==> src/shared/aux_led_pkg.sv <==
package aux_led_pkg;

  // ==========================================================
  // widths
  localparam int ADDR_W   = 8;
  localparam int DATA_W   = 8;
  localparam int CODE_W   = 6;
  localparam int TIME_W   = 4;
  localparam int TENTHS_W = 6;
  localparam int SINKS    = 3;

  // ==========================================================
  // register offsets
  localparam logic [ADDR_W-1:0] OFS_FADE_TIMES = 8'h13;
  localparam logic [ADDR_W-1:0] OFS_SINK0_CUR  = 8'h14;
  localparam logic [ADDR_W-1:0] OFS_SINK1_CUR  = 8'h15;
  localparam logic [ADDR_W-1:0] OFS_SINK2_CUR  = 8'h16;

  // ==========================================================
  // field positions
  localparam int FO_MSB  = 7;
  localparam int FO_LSB  = 4;
  localparam int FI_MSB  = 3;
  localparam int FI_LSB  = 0;
  localparam int CUR_MSB = 5;
  localparam int CUR_LSB = 0;

  // ==========================================================
  // reset values
  localparam logic [DATA_W-1:0] RST_FADE_TIMES = 8'h00;
  localparam logic [CODE_W-1:0] RST_CUR_CODE   = 6'h00;
  localparam logic [DATA_W-1:0] RD_UNMAPPED    = 8'h00;

  // ==========================================================
  // time code decode
  localparam logic [TIME_W-1:0]   CODE_FINE_MAX   = 4'hA;
  localparam logic [TENTHS_W-1:0] FINE_STEP       = 6'h03;
  localparam logic [TENTHS_W-1:0] COARSE_BASE     = 6'h23;
  localparam logic [TENTHS_W-1:0] COARSE_STEP     = 6'h05;
  localparam logic [TIME_W-1:0]   CODE_COARSE_MIN = 4'hB;

  // ==========================================================
  // timing: one fade tick is a 64th of 0.1 s
  localparam int CLK_NS         = 100;
  localparam int FADE_BASE_NS   = 1562500;
  localparam int FADE_TICK_CYC  = FADE_BASE_NS / CLK_NS;

  // fade duration in tenths of a second, zero means no ramp
  function automatic logic [TENTHS_W-1:0] fade_tenths(input logic [TIME_W-1:0] code);
    logic [TENTHS_W-1:0] c;
    c = {2'h0, code};
    if (code <= CODE_FINE_MAX) begin
      fade_tenths = TENTHS_W'(c * FINE_STEP);
    end else begin
      fade_tenths = TENTHS_W'(COARSE_BASE + COARSE_STEP * TENTHS_W'(c - {2'h0, CODE_COARSE_MIN}));
    end
  endfunction : fade_tenths

endpackage : aux_led_pkg

==> src/shared/fade_if.sv <==
`timescale 1ns/1ps
interface fade_if;
  import aux_led_pkg::*;
  logic                tick;
  logic [TENTHS_W-1:0] in_tenths;
  logic [TENTHS_W-1:0] out_tenths;
  modport ctrl (output tick, output in_tenths, output out_tenths);
  modport ramp (input tick, input in_tenths, input out_tenths);
endinterface : fade_if

==> src/design/aux_aux_fade_times_current_regs.sv <==
`timescale 1ns/1ps
module aux_aux_fade_times_current_regs
  import aux_led_pkg::*;
#(
  parameter int TICK_CYCLES = FADE_TICK_CYC
)(
  input  wire logic                           clk_sys,
  input  wire logic                           rst,
  input  wire logic [aux_led_pkg::ADDR_W-1:0] reg_addr,
  input  wire logic [aux_led_pkg::DATA_W-1:0] reg_wdata,
  input  wire logic                           reg_we,
  input  wire logic                           reg_re,
  output logic      [aux_led_pkg::DATA_W-1:0] reg_rdata,
  input  wire logic [aux_led_pkg::SINKS-1:0]  aux_sink_enable,
  output logic      [aux_led_pkg::CODE_W-1:0] sink0_drive,
  output logic      [aux_led_pkg::CODE_W-1:0] sink1_drive,
  output logic      [aux_led_pkg::CODE_W-1:0] sink2_drive,
  output logic      [aux_led_pkg::SINKS-1:0]  sink_on
);

  import aux_led_pkg::*;

  localparam int TICK_W = $clog2(TICK_CYCLES + 1);

  // ==========================================================
  // registers
  logic [TIME_W-1:0] aux_fade_out_code_r;
  logic [TIME_W-1:0] aux_fade_in_code_r;
  logic [CODE_W-1:0] sink0_current_code_r;
  logic [CODE_W-1:0] sink1_current_code_r;
  logic [CODE_W-1:0] sink2_current_code_r;
  logic [DATA_W-1:0] reg_rdata_r;
  logic [DATA_W-1:0] reg_rdata_nxt;

  // ==========================================================
  // address decode
  wire hit_fade  = reg_addr == OFS_FADE_TIMES;
  wire hit_cur0  = reg_addr == OFS_SINK0_CUR;
  wire hit_cur1  = reg_addr == OFS_SINK1_CUR;
  wire hit_cur2  = reg_addr == OFS_SINK2_CUR;
  wire wr_fade   = reg_we && hit_fade;
  wire wr_cur0   = reg_we && hit_cur0;
  wire wr_cur1   = reg_we && hit_cur1;
  wire wr_cur2   = reg_we && hit_cur2;

  wire [DATA_W-1:0] fade_word = {aux_fade_out_code_r, aux_fade_in_code_r};
  wire [DATA_W-1:0] cur0_word = {2'h0, sink0_current_code_r};
  wire [DATA_W-1:0] cur1_word = {2'h0, sink1_current_code_r};
  wire [DATA_W-1:0] cur2_word = {2'h0, sink2_current_code_r};

  wire [DATA_W-1:0] rd_mux = hit_fade ? fade_word :
                             hit_cur0 ? cur0_word :
                             hit_cur1 ? cur1_word :
                             hit_cur2 ? cur2_word : RD_UNMAPPED;

  assign reg_rdata_nxt = reg_re ? rd_mux : reg_rdata_r;

  // ==========================================================
  // register writes
  always_ff @(posedge clk_sys or posedge rst) begin
    if (rst) begin
      aux_fade_out_code_r <= RST_FADE_TIMES[FO_MSB:FO_LSB];
      aux_fade_in_code_r  <= RST_FADE_TIMES[FI_MSB:FI_LSB];
    end else if (wr_fade) begin
      aux_fade_out_code_r <= reg_wdata[FO_MSB:FO_LSB];
      aux_fade_in_code_r  <= reg_wdata[FI_MSB:FI_LSB];
    end
  end

  always_ff @(posedge clk_sys or posedge rst) begin
    if (rst) begin
      sink0_current_code_r <= RST_CUR_CODE;
    end else if (wr_cur0) begin
      sink0_current_code_r <= reg_wdata[CUR_MSB:CUR_LSB];
    end
  end

  always_ff @(posedge clk_sys or posedge rst) begin
    if (rst) begin
      sink1_current_code_r <= RST_CUR_CODE;
    end else if (wr_cur1) begin
      sink1_current_code_r <= reg_wdata[CUR_MSB:CUR_LSB];
    end
  end

  always_ff @(posedge clk_sys or posedge rst) begin
    if (rst) begin
      sink2_current_code_r <= RST_CUR_CODE;
    end else if (wr_cur2) begin
      sink2_current_code_r <= reg_wdata[CUR_MSB:CUR_LSB];
    end
  end

  always_ff @(posedge clk_sys or posedge rst) begin
    if (rst) begin
      reg_rdata_r <= RD_UNMAPPED;
    end else begin
      reg_rdata_r <= reg_rdata_nxt;
    end
  end

  assign reg_rdata = reg_rdata_r;

  // ==========================================================
  // fade tick divider
  logic [TICK_W-1:0] tick_cnt_r;
  logic [TICK_W-1:0] tick_cnt_nxt;
  logic              tick_r;

  wire tick_wrap = tick_cnt_r == TICK_W'(TICK_CYCLES - 1);

  assign tick_cnt_nxt = tick_wrap ? '0 : tick_cnt_r + TICK_W'(1);

  always_ff @(posedge clk_sys or posedge rst) begin
    if (rst) begin
      tick_cnt_r <= '0;
      tick_r     <= 1'b0;
    end else begin
      tick_cnt_r <= tick_cnt_nxt;
      tick_r     <= tick_wrap;
    end
  end

  // ==========================================================
  // shared fade timing to the ramps
  fade_if fade ();

  assign fade.tick       = tick_r;
  assign fade.in_tenths  = fade_tenths(aux_fade_in_code_r);
  assign fade.out_tenths = fade_tenths(aux_fade_out_code_r);

  // ==========================================================
  // per-sink ramps
  logic [CODE_W-1:0] target [SINKS];
  logic [CODE_W-1:0] drive  [SINKS];

  assign target[0] = sink0_current_code_r;
  assign target[1] = sink1_current_code_r;
  assign target[2] = sink2_current_code_r;

  for (genvar i = 0; i < SINKS; i++) begin : g_sink
    aux_sink_ramp u_ramp (
      .clk_sys (clk_sys),
      .rst     (rst),
      .fade    (fade.ramp),
      .enable  (aux_sink_enable[i]),
      .target  (target[i]),
      .applied (drive[i])
    );
    assign sink_on[i] = drive[i] != RST_CUR_CODE;
  end

  assign sink0_drive = drive[0];
  assign sink1_drive = drive[1];
  assign sink2_drive = drive[2];

endmodule : aux_aux_fade_times_current_regs

==> src/design/aux_sink_ramp.sv <==
`timescale 1ns/1ps
module aux_sink_ramp
  import aux_led_pkg::*;
(
  input  wire logic                           clk_sys,
  input  wire logic                           rst,
  fade_if.ramp                                fade,
  input  wire logic                           enable,
  input  wire logic [aux_led_pkg::CODE_W-1:0] target,
  output logic      [aux_led_pkg::CODE_W-1:0] applied
);

  import aux_led_pkg::*;

  // ==========================================================
  // direction and step pacing
  logic [CODE_W-1:0]   applied_r;
  logic [CODE_W-1:0]   applied_nxt;
  logic [TENTHS_W-1:0] div_r;
  logic [TENTHS_W-1:0] div_nxt;

  wire [CODE_W-1:0]   goal    = enable ? target : RST_CUR_CODE;
  wire                rising  = goal > applied_r;
  wire                at_goal = goal == applied_r;
  wire [TENTHS_W-1:0] dur     = rising ? fade.in_tenths : fade.out_tenths;
  wire                no_ramp = dur == '0;
  wire                step    = fade.tick && (div_r + 6'h01 >= dur);
  wire [CODE_W-1:0]   toward  = rising ? applied_r + 6'h01 : applied_r - 6'h01;

  // one code step per dur ticks, 64 ticks per tenth of a second
  assign applied_nxt = at_goal ? applied_r : (no_ramp ? goal : (step ? toward : applied_r));
  assign div_nxt     = (at_goal || no_ramp || step) ? '0 : (fade.tick ? div_r + 6'h01 : div_r);

  always_ff @(posedge clk_sys or posedge rst) begin
    if (rst) begin
      applied_r <= RST_CUR_CODE;
      div_r     <= '0;
    end else begin
      applied_r <= applied_nxt;
      div_r     <= div_nxt;
    end
  end

  assign applied = applied_r;

endmodule : aux_sink_ramp

==> config.mk <==
export PLATFORM = sky130hd
export DESIGN_NAME = aux_aux_fade_times_current_regs
export DESIGN_NICKNAME = d
export VERILOG_FILES = /design/src/shared/aux_led_pkg.sv /design/src/shared/fade_if.sv /design/src/design/aux_aux_fade_times_current_regs.sv /design/src/design/aux_sink_ramp.sv
export SDC_FILE = /design/constraint.sdc
export NUM_CORES = 1
export LEC_CHECK = 0
export BUFFER_PORTS_ARGS = -buffer_cell sky130_fd_sc_hd__buf_2
export CORE_ASPECT_RATIO = 0.8
export CORE_MARGIN = 5
export CORE_UTILIZATION = 63
export CTS_BUF_LIST = sky130_fd_sc_hd__clkbuf_4
export DETAILED_ROUTE_END_ITERATION = 10
export GPL_TIMING_DRIVEN = 0
export PLACE_DENSITY = 0.83
export SLEW_MARGIN = 10
export SYNTH_ARGS = -nofsm -noshare
export SYNTH_HDL_FRONTEND = slang
export SYNTH_SLANG_ARGS = --single-unit
export TNS_END_PERCENT = 20
==> constraint.sdc <==
create_clock -name clk_sys -period 4.83 [get_ports clk_sys]
set_input_delay 0.483 -clock clk_sys [delete_from_list [all_inputs] [get_ports clk_sys]]
set_output_delay 0.483 -clock clk_sys [all_outputs]
set_load 0.03 [all_outputs]
After elaboration in Yosys (flattened, before gate mapping). Index checks and enable logic that the tools add are counted.

Bits in registers: 85. Latch bits: 0. RAM bits: 0. Bits in read-only memories: 0. Input port bits: 23. Output and inout port bits: 29. Memories kept: 0.

Add/sub/neg operators: 14. Multiply operators: 4. Divide/modulo/power cells: 0. $lt $le $gt $ge: 8. Equality and inequality tests: 8. Shift-type cells: 0. Mux-type cells: 28. Bitwise operators: 3. Reduce and logical (&&, ||, !) cells: 28.

Operators with widths (count): two-way mux 6 bit (26); adder 6 x 1 -> 6 bit, second input constant (6); == test 8 x 5 -> 1 bit, second input constant (4); == test 6 bit (3); greater-or-equal comparator 6 bit (3); > comparator 6 bit (3); logical NOT 6 bit (3); nonzero test 6 bit (3); subtractor 6 x 1 -> 6 bit, second input constant (3); adder 14 x 1 -> 14 bit, second input constant (1); == test 14 bit, second input constant (1); two-way mux 14 bit (1); adder 6 bit, first input constant (2); multiplier 3 x 6 -> 6 bit, first input constant (2); multiplier 4 x 2 -> 6 bit, second input constant (2); nonzero test 2 bit (6); subtractor 4 x 4 -> 5 bit, second input constant (2); <= comparator 4 bit, second input constant (2); two-way mux 8 bit (1); logical AND 1 bit (7); logical OR 1 bit (6); AND reduction 2 bit (3); NOT 1 bit (3).

Depth between registers and ports, before layout.
Depth after elaboration: 9. Mapped depth: 19.

Hierarchy. Synthesis repeated with hierarchy kept, for this count alone.

Cells, all modules: 733. Area total of the unflattened synthesis: 7247.0 sq um.

By module, submodules not included: aux_aux_fade_times_current_regs (instances 1, cells each 307, area an instance 3279.4 sq um, sequential area each 1226.2 sq um); aux_sink_ramp (g_sink[0].u_ramp ...) (instances 2, cells each 142, area an instance 1306.3 sq um, sequential area each 300.3 sq um); aux_sink_ramp (g_sink[2].u_ramp) (instances 1, cells each 142, area an instance 1355.0 sq um, sequential area each 300.3 sq um).

Least setup slack after synthesis. Ideal clock, no wire load.

Path type: register to register. Start point: reg aux_fade_out_code_r[2]. End point: reg g_sink[0].u_ramp.applied_r[5]. Library setup time: 0.126 ns. Arrival: 4.014 ns. Required time: 4.704 ns. Path slack: 0.690 ns. Cell stages (with the launch flop): 20. Path buffers: 0. Period minus slack after synthesis: 4.140 ns. Path through: dfrtp_1 -> inv_1 -> ha_1 -> a21oi_1 -> xnor2_1 -> ha_1 -> ha_1 -> ha_1 -> a31oi_1 -> xnor3_1 -> xnor2_1 -> mux2i_4 -> mux2i_1 -> ha_1 -> nand3_1 -> nand2_1 -> a41o_1 -> and2_1 -> and4_1 -> a221o_1.

Cells in the longest elaborated chain, start to end: 9.

RTL lines: from (decl) (line aux_aux_fade_times_current_regs.sv:27) `logic [TIME_W-1:0] aux_fade_out_code_r;`; from (signal assigned) (line aux_aux_fade_times_current_regs.sv:62) `aux_fade_out_code_r <= RST_FADE_TIMES[FO_MSB:FO_LSB];`; from (signal assigned) (line aux_aux_fade_times_current_regs.sv:65) `aux_fade_out_code_r <= reg_wdata[FO_MSB:FO_LSB];`; subtractor 4 x 4 -> 5 bit (line aux_led_pkg.sv:55) `fade_tenths = TENTHS_W'(COARSE_BASE + COARSE_STEP * TENTHS_W'(c - {2'h0, CODE_COARSE_MIN}));`; multiplier 3 x 6 -> 6 bit (line aux_led_pkg.sv:55); adder 6 bit (line aux_led_pkg.sv:55); two-way mux 6 bit (*) (line aux_led_pkg.sv:52) `if (code <= CODE_FINE_MAX) begin`; two-way mux 6 bit (*) (line aux_sink_ramp.sv:25) `wire [TENTHS_W-1:0] dur = rising ? fade.in_tenths : fade.out_tenths;`; greater-or-equal comparator 6 bit (line aux_sink_ramp.sv:27) `wire step = fade.tick && (div_r + 6'h01 >= dur);`; logical AND 1 bit (line aux_sink_ramp.sv:27); nonzero test 2 bit (no line); AND reduction 2 bit (no line); to (signal assigned) (line aux_sink_ramp.sv:39) `applied_r <= applied_nxt;`; to (decl) (line aux_sink_ramp.sv:17) `logic [CODE_W-1:0] applied_r;`.

Every way passes the cells marked *; elsewhere a longest branch is shown, timed or not. A chain may end at the register's enable or synchronous reset.

Worst setup path after layout.
Start point: reg aux_fade_out_code_r[0]. End point: reg g_sink[0].u_ramp.applied_r[5].

The elaborated chain is that of the path after synthesis.

==> results.py <==
metrics = {
    "yosys": {
        "synthesis.nets": 838,
        "synth_top_area_cell": "dfrtp_1",
        "synthCells": 724,
        "synthFlopType": "dfrtp_1",
        "synth_xor_xnor_area_share": 0.0708,
        "synth_compound_area_frac": 0.163,
        "yosysWarningCount": 0,
        "avgSynthCellArea_um2": 9.71,
        "synth_seq_cells": 85,
        "netlist_area_mm2": 0.00703,
        "yosys-mux-area-fraction": 0.0781,
        "synthTopCellsByCount": "85 x dfrtp_1, 85 x ha_1, 52 x nand2_1",
        "yosys.area_share.simple": 0.177,
        "synth_edf_count": 0,
        "ys_seq_area_frac": 0.303,
        "synth_top_family_by_area": "simple AND/OR/NAND/NOR gates",
        "yosysTopAreaCellShare": 0.303,
        "ys_top_cells_by_area": "dfrtp_1 30%, ha_1 15%, mux2_2 4.0%, xnor2_1 3.9%, mux2i_1 2.8%",
        "synth_cell_type_count": 74,
        "synth-adder-area-share": 0.168,
        "synthArstFlopShare": 1.00,
    },
    "global_routing": {
        "grt_pass1_vias": 5672,
        "antenna_found_initial": 0,
        "track_usage": 0.257,
        "grt_start_max_net_pins": 63,
        "grtUsageMet1": 0.363,
        "gr-usage-met2": 0.410,
        "grt.busiest_layer": "met2",
        "grt_use_met3": 0.0467,
        "gr-total-overflow": 0,
        "grt_pass1_wl_um": 28000,
    },
    "timing": {
        "max_freq_mhz": 216,
        "setup_viol": 0,
        "rsz0062_at_grt": "yes",
        "fin_ws_ns": 0.197,
        "hold_viol": 0,
        "finClkSkew_ns": 0.0201,
        "slew_headroom": 0.484,
        "drv_slew": 0,
        "fin_crit_sh": 0.959,
        "finalSetupTns_ns": 0,
        "tightest_slew_ns": 0.767,
        "post-route-min-period_ns": 4.63,
    },
    "hold_path": {
        "hold_end": "aux_fade_out_code_r[2]$_DFFE_PP0P_",
        "hp-class": "in2reg",
        "min_from": "reg_wdata[6]",
        "hold_path_depth": 3,
    },
    "drt": {
        "vias": 5801,
        "drtIter0Drc": 464,
        "routed_via_density": 6.22,
        "wl_um": 16700,
        "ant_nets": 0,
        "wl_per_cell_um": 17.9,
        "drc": 0,
        "first_pass_iters": 5,
    },
    "floorplanning": {
        "die_y_um": 104,
        "io_pins": 52,
        "core_mm2": 0.0109,
        "die_w_um": 128,
        "die_area_mm2": 0.0134,
        "rows": 34,
        "start_util": 0.646,
    },
    "clock_tree": {
        "htree_levels": 3,
        "cts.reportedPaths.clkPinSlew_ns": 0.16,
        "cts_setup_buffers": 0,
        "clkLatencyLatePin_ns": 0.48,
        "cts_made_buffers": 9,
        "numClockSinks": 85,
        "cts_tree": "built",
        "cts_root_buffer": "clkbuf_4",
        "clock_path_buffers": 2,
    },
    "finish": {
        "layout-drive-gt1-share": 0.172,
        "syn_to_final_growth_pct": 8.90,
        "diodes": 0,
        "post-route-util": 0.703,
        "fill_cells": 868,
        "nets": 899,
        "final_cell_count_no_fill": 933,
    },
    "placement": {
        "gp_congestion": 0.964,
        "portBuffers": 48,
        "place_ws_ns": 0.160,
        "dp_hpwl_um": 13100,
        "placed_cells": 917,
    },
    "critical_path": {
        "path_max_fanout": 8,
        "worstPathArrival_ns": 5.02,
        "r2r_cells": 17,
        "startpoint_type": "flip-flop",
        "rr_startpoint": "aux_fade_out_code_r[0]$_DFFE_PP0P_",
        "r2r_slack_ns": 0.20,
        "rr_endpoint": "g_sink[0].u_ramp.applied[5]$_DFFE_PP0P_",
        "cp-end-kind": "flip-flop",
        "worst-endpoint-required_ns": 5.21,
        "path_class": "reg2reg",
    },
    "power": {
        "ir_drop_mv": 0.219,
        "power_density_mw_per_mm2": 318,
        "power_leakage_nw": 3.75,
    },
    "job": {
        "drv_cap": 0,
    },
    "outcome": {
        "outcome": "finished, final reports clean",
    },
}
## report_power, final
| group | internal (W) | switching, W | leakage, nW |
|---|---|---|---|
| clock network | 0.000214 | 0.000278 | 0.0887 |
| logic | 0.000513 | 0.000606 | 2.55 |
| registers | 0.000761 | 0.0000671 | 1.11 |
## cell type report
type	count	area, um2	share of cell area
multi-input combinational	573	4620	0.603
sequential	85	2130	0.278
timing repair buffer	50	278	0.0363
tap	144	180	0.0235
inverter	43	164	0.0214
buffer	23	125	0.0163
clock inverter	6	93.8	0.0123
clock buffer	9	67.6	0.00882
## worst max path at each step
stage,cells past startpoint,slack (ns),end,startpoint
after floorplan,19,0.69,g_sink[0].u_ramp.applied[5]$_DFFE_PP0P_,aux_fade_out_code_r[2]$_DFFE_PP0P_
after global placement,19,0.32,g_sink[0].u_ramp.applied[5]$_DFFE_PP0P_,aux_fade_out_code_r[2]$_DFFE_PP0P_
after detailed placement,19,0.16,g_sink[0].u_ramp.applied[5]$_DFFE_PP0P_,aux_fade_out_code_r[2]$_DFFE_PP0P_
after CTS,19,0.15,g_sink[0].u_ramp.applied[5]$_DFFE_PP0P_,aux_fade_out_code_r[2]$_DFFE_PP0P_
after global routing,17,-0.05,g_sink[0].u_ramp.applied[5]$_DFFE_PP0P_,aux_fade_out_code_r[1]$_DFFE_PP0P_
final,17,0.20,g_sink[0].u_ramp.applied[5]$_DFFE_PP0P_,aux_fade_out_code_r[0]$_DFFE_PP0P_
## cell usage in the layout (no fill, tap or decap), types with 6 or more instances in the layout
master	instances
ha_1	85
dfrtp_1	82
nand2_1	52
buf_2	50
inv_1	42
nand3_1	37
a21oi_1	32
o21ai_0	32
xnor2_1	31
nor2_1	29
a21o_1	25
mux2_2	25
and2_1	24
mux2i_1	20
xor2_1	17
clkbuf_1	15
a221o_1	14
nor4_1	11
and3_1	10
nor2b_1	9
nor3_1	9
clkbuf_4	9
nand2b_1	8
nand4_1	6
a22oi_1	6
fa_1	6
## kinds of logic after synthesis
| kind of cell | Yosys count |
|---|---|
| and+or+nand+nor | 226 |
| xor gates and xnor gates | 52 |
| DFF | 85 |
| buffers and inverters | 66 |
| AOI/OAI and AO/OA | 156 |
| adders and majority gates | 91 |
| muxes | 48 |
## sequential cells by signal, indices dropped and copies added, names as in the netlist
| register | cells |
|---|---|
| fade.tick | 1 |
| aux_fade_in_code_r | 4 |
| sink1_current_code_r | 6 |
| aux_fade_out_code_r | 4 |
| reg_rdata | 8 |
| g_sink.u_ramp.div_r | 18 |
| tick_cnt_r | 14 |
| g_sink.u_ramp.applied | 18 |
| sink2_current_code_r | 6 |
| sink0_current_code_r | 6 |
## timing repair
item	4_1_cts	5_1_grt
resized for setup	0	3
hold endpoints to repair	23	0
setup endpoints to repair	0	16
hold buffers	1	0
## worst max-delay path: stages, from the launching register on
cell and delay [ns]:
dfrtp_1 0.50, inv_1 0.23, ha_1 0.46, ha_1 0.25
ha_1 0.29, ha_1 0.34, a31oi_1 0.20, xnor3_1 0.25
xnor2_1 0.18, mux2i_4 0.30, mux2i_1 0.13, ha_1 0.36
nand3_1 0.09, nand2_1 0.05, a41o_1 0.25, and2_1 0.19
and4_1 0.20, a221o_1 0.25
## layer usage
metal | routed length (um) | vias up | share of wire
li1 | - | 2755 | -
met1 | 7570 | 2827 | 0.45
met2 | 7940 | 194 | 0.47
met3 | 952 | 25 | 0.057
met4 | 265 | 0 | 0.016
met5 | 0 | - | 0
## through the flow
stage / total power, W / hold slack, ns / area, um2
after floorplan: 0.00171 / 0.457 / 7030
after global placement: 0.00188 / 0.479 / 7450
after detailed placement: 0.00194 / 0.473 / 7480
after CTS: 0.00243 / 0.187 / 7650
after global routing: 0.00260 / 0.209 / 7660
final: 0.00244 / 0.191 / 7660
Note: power is estimated with default switching activity, not from simulation.
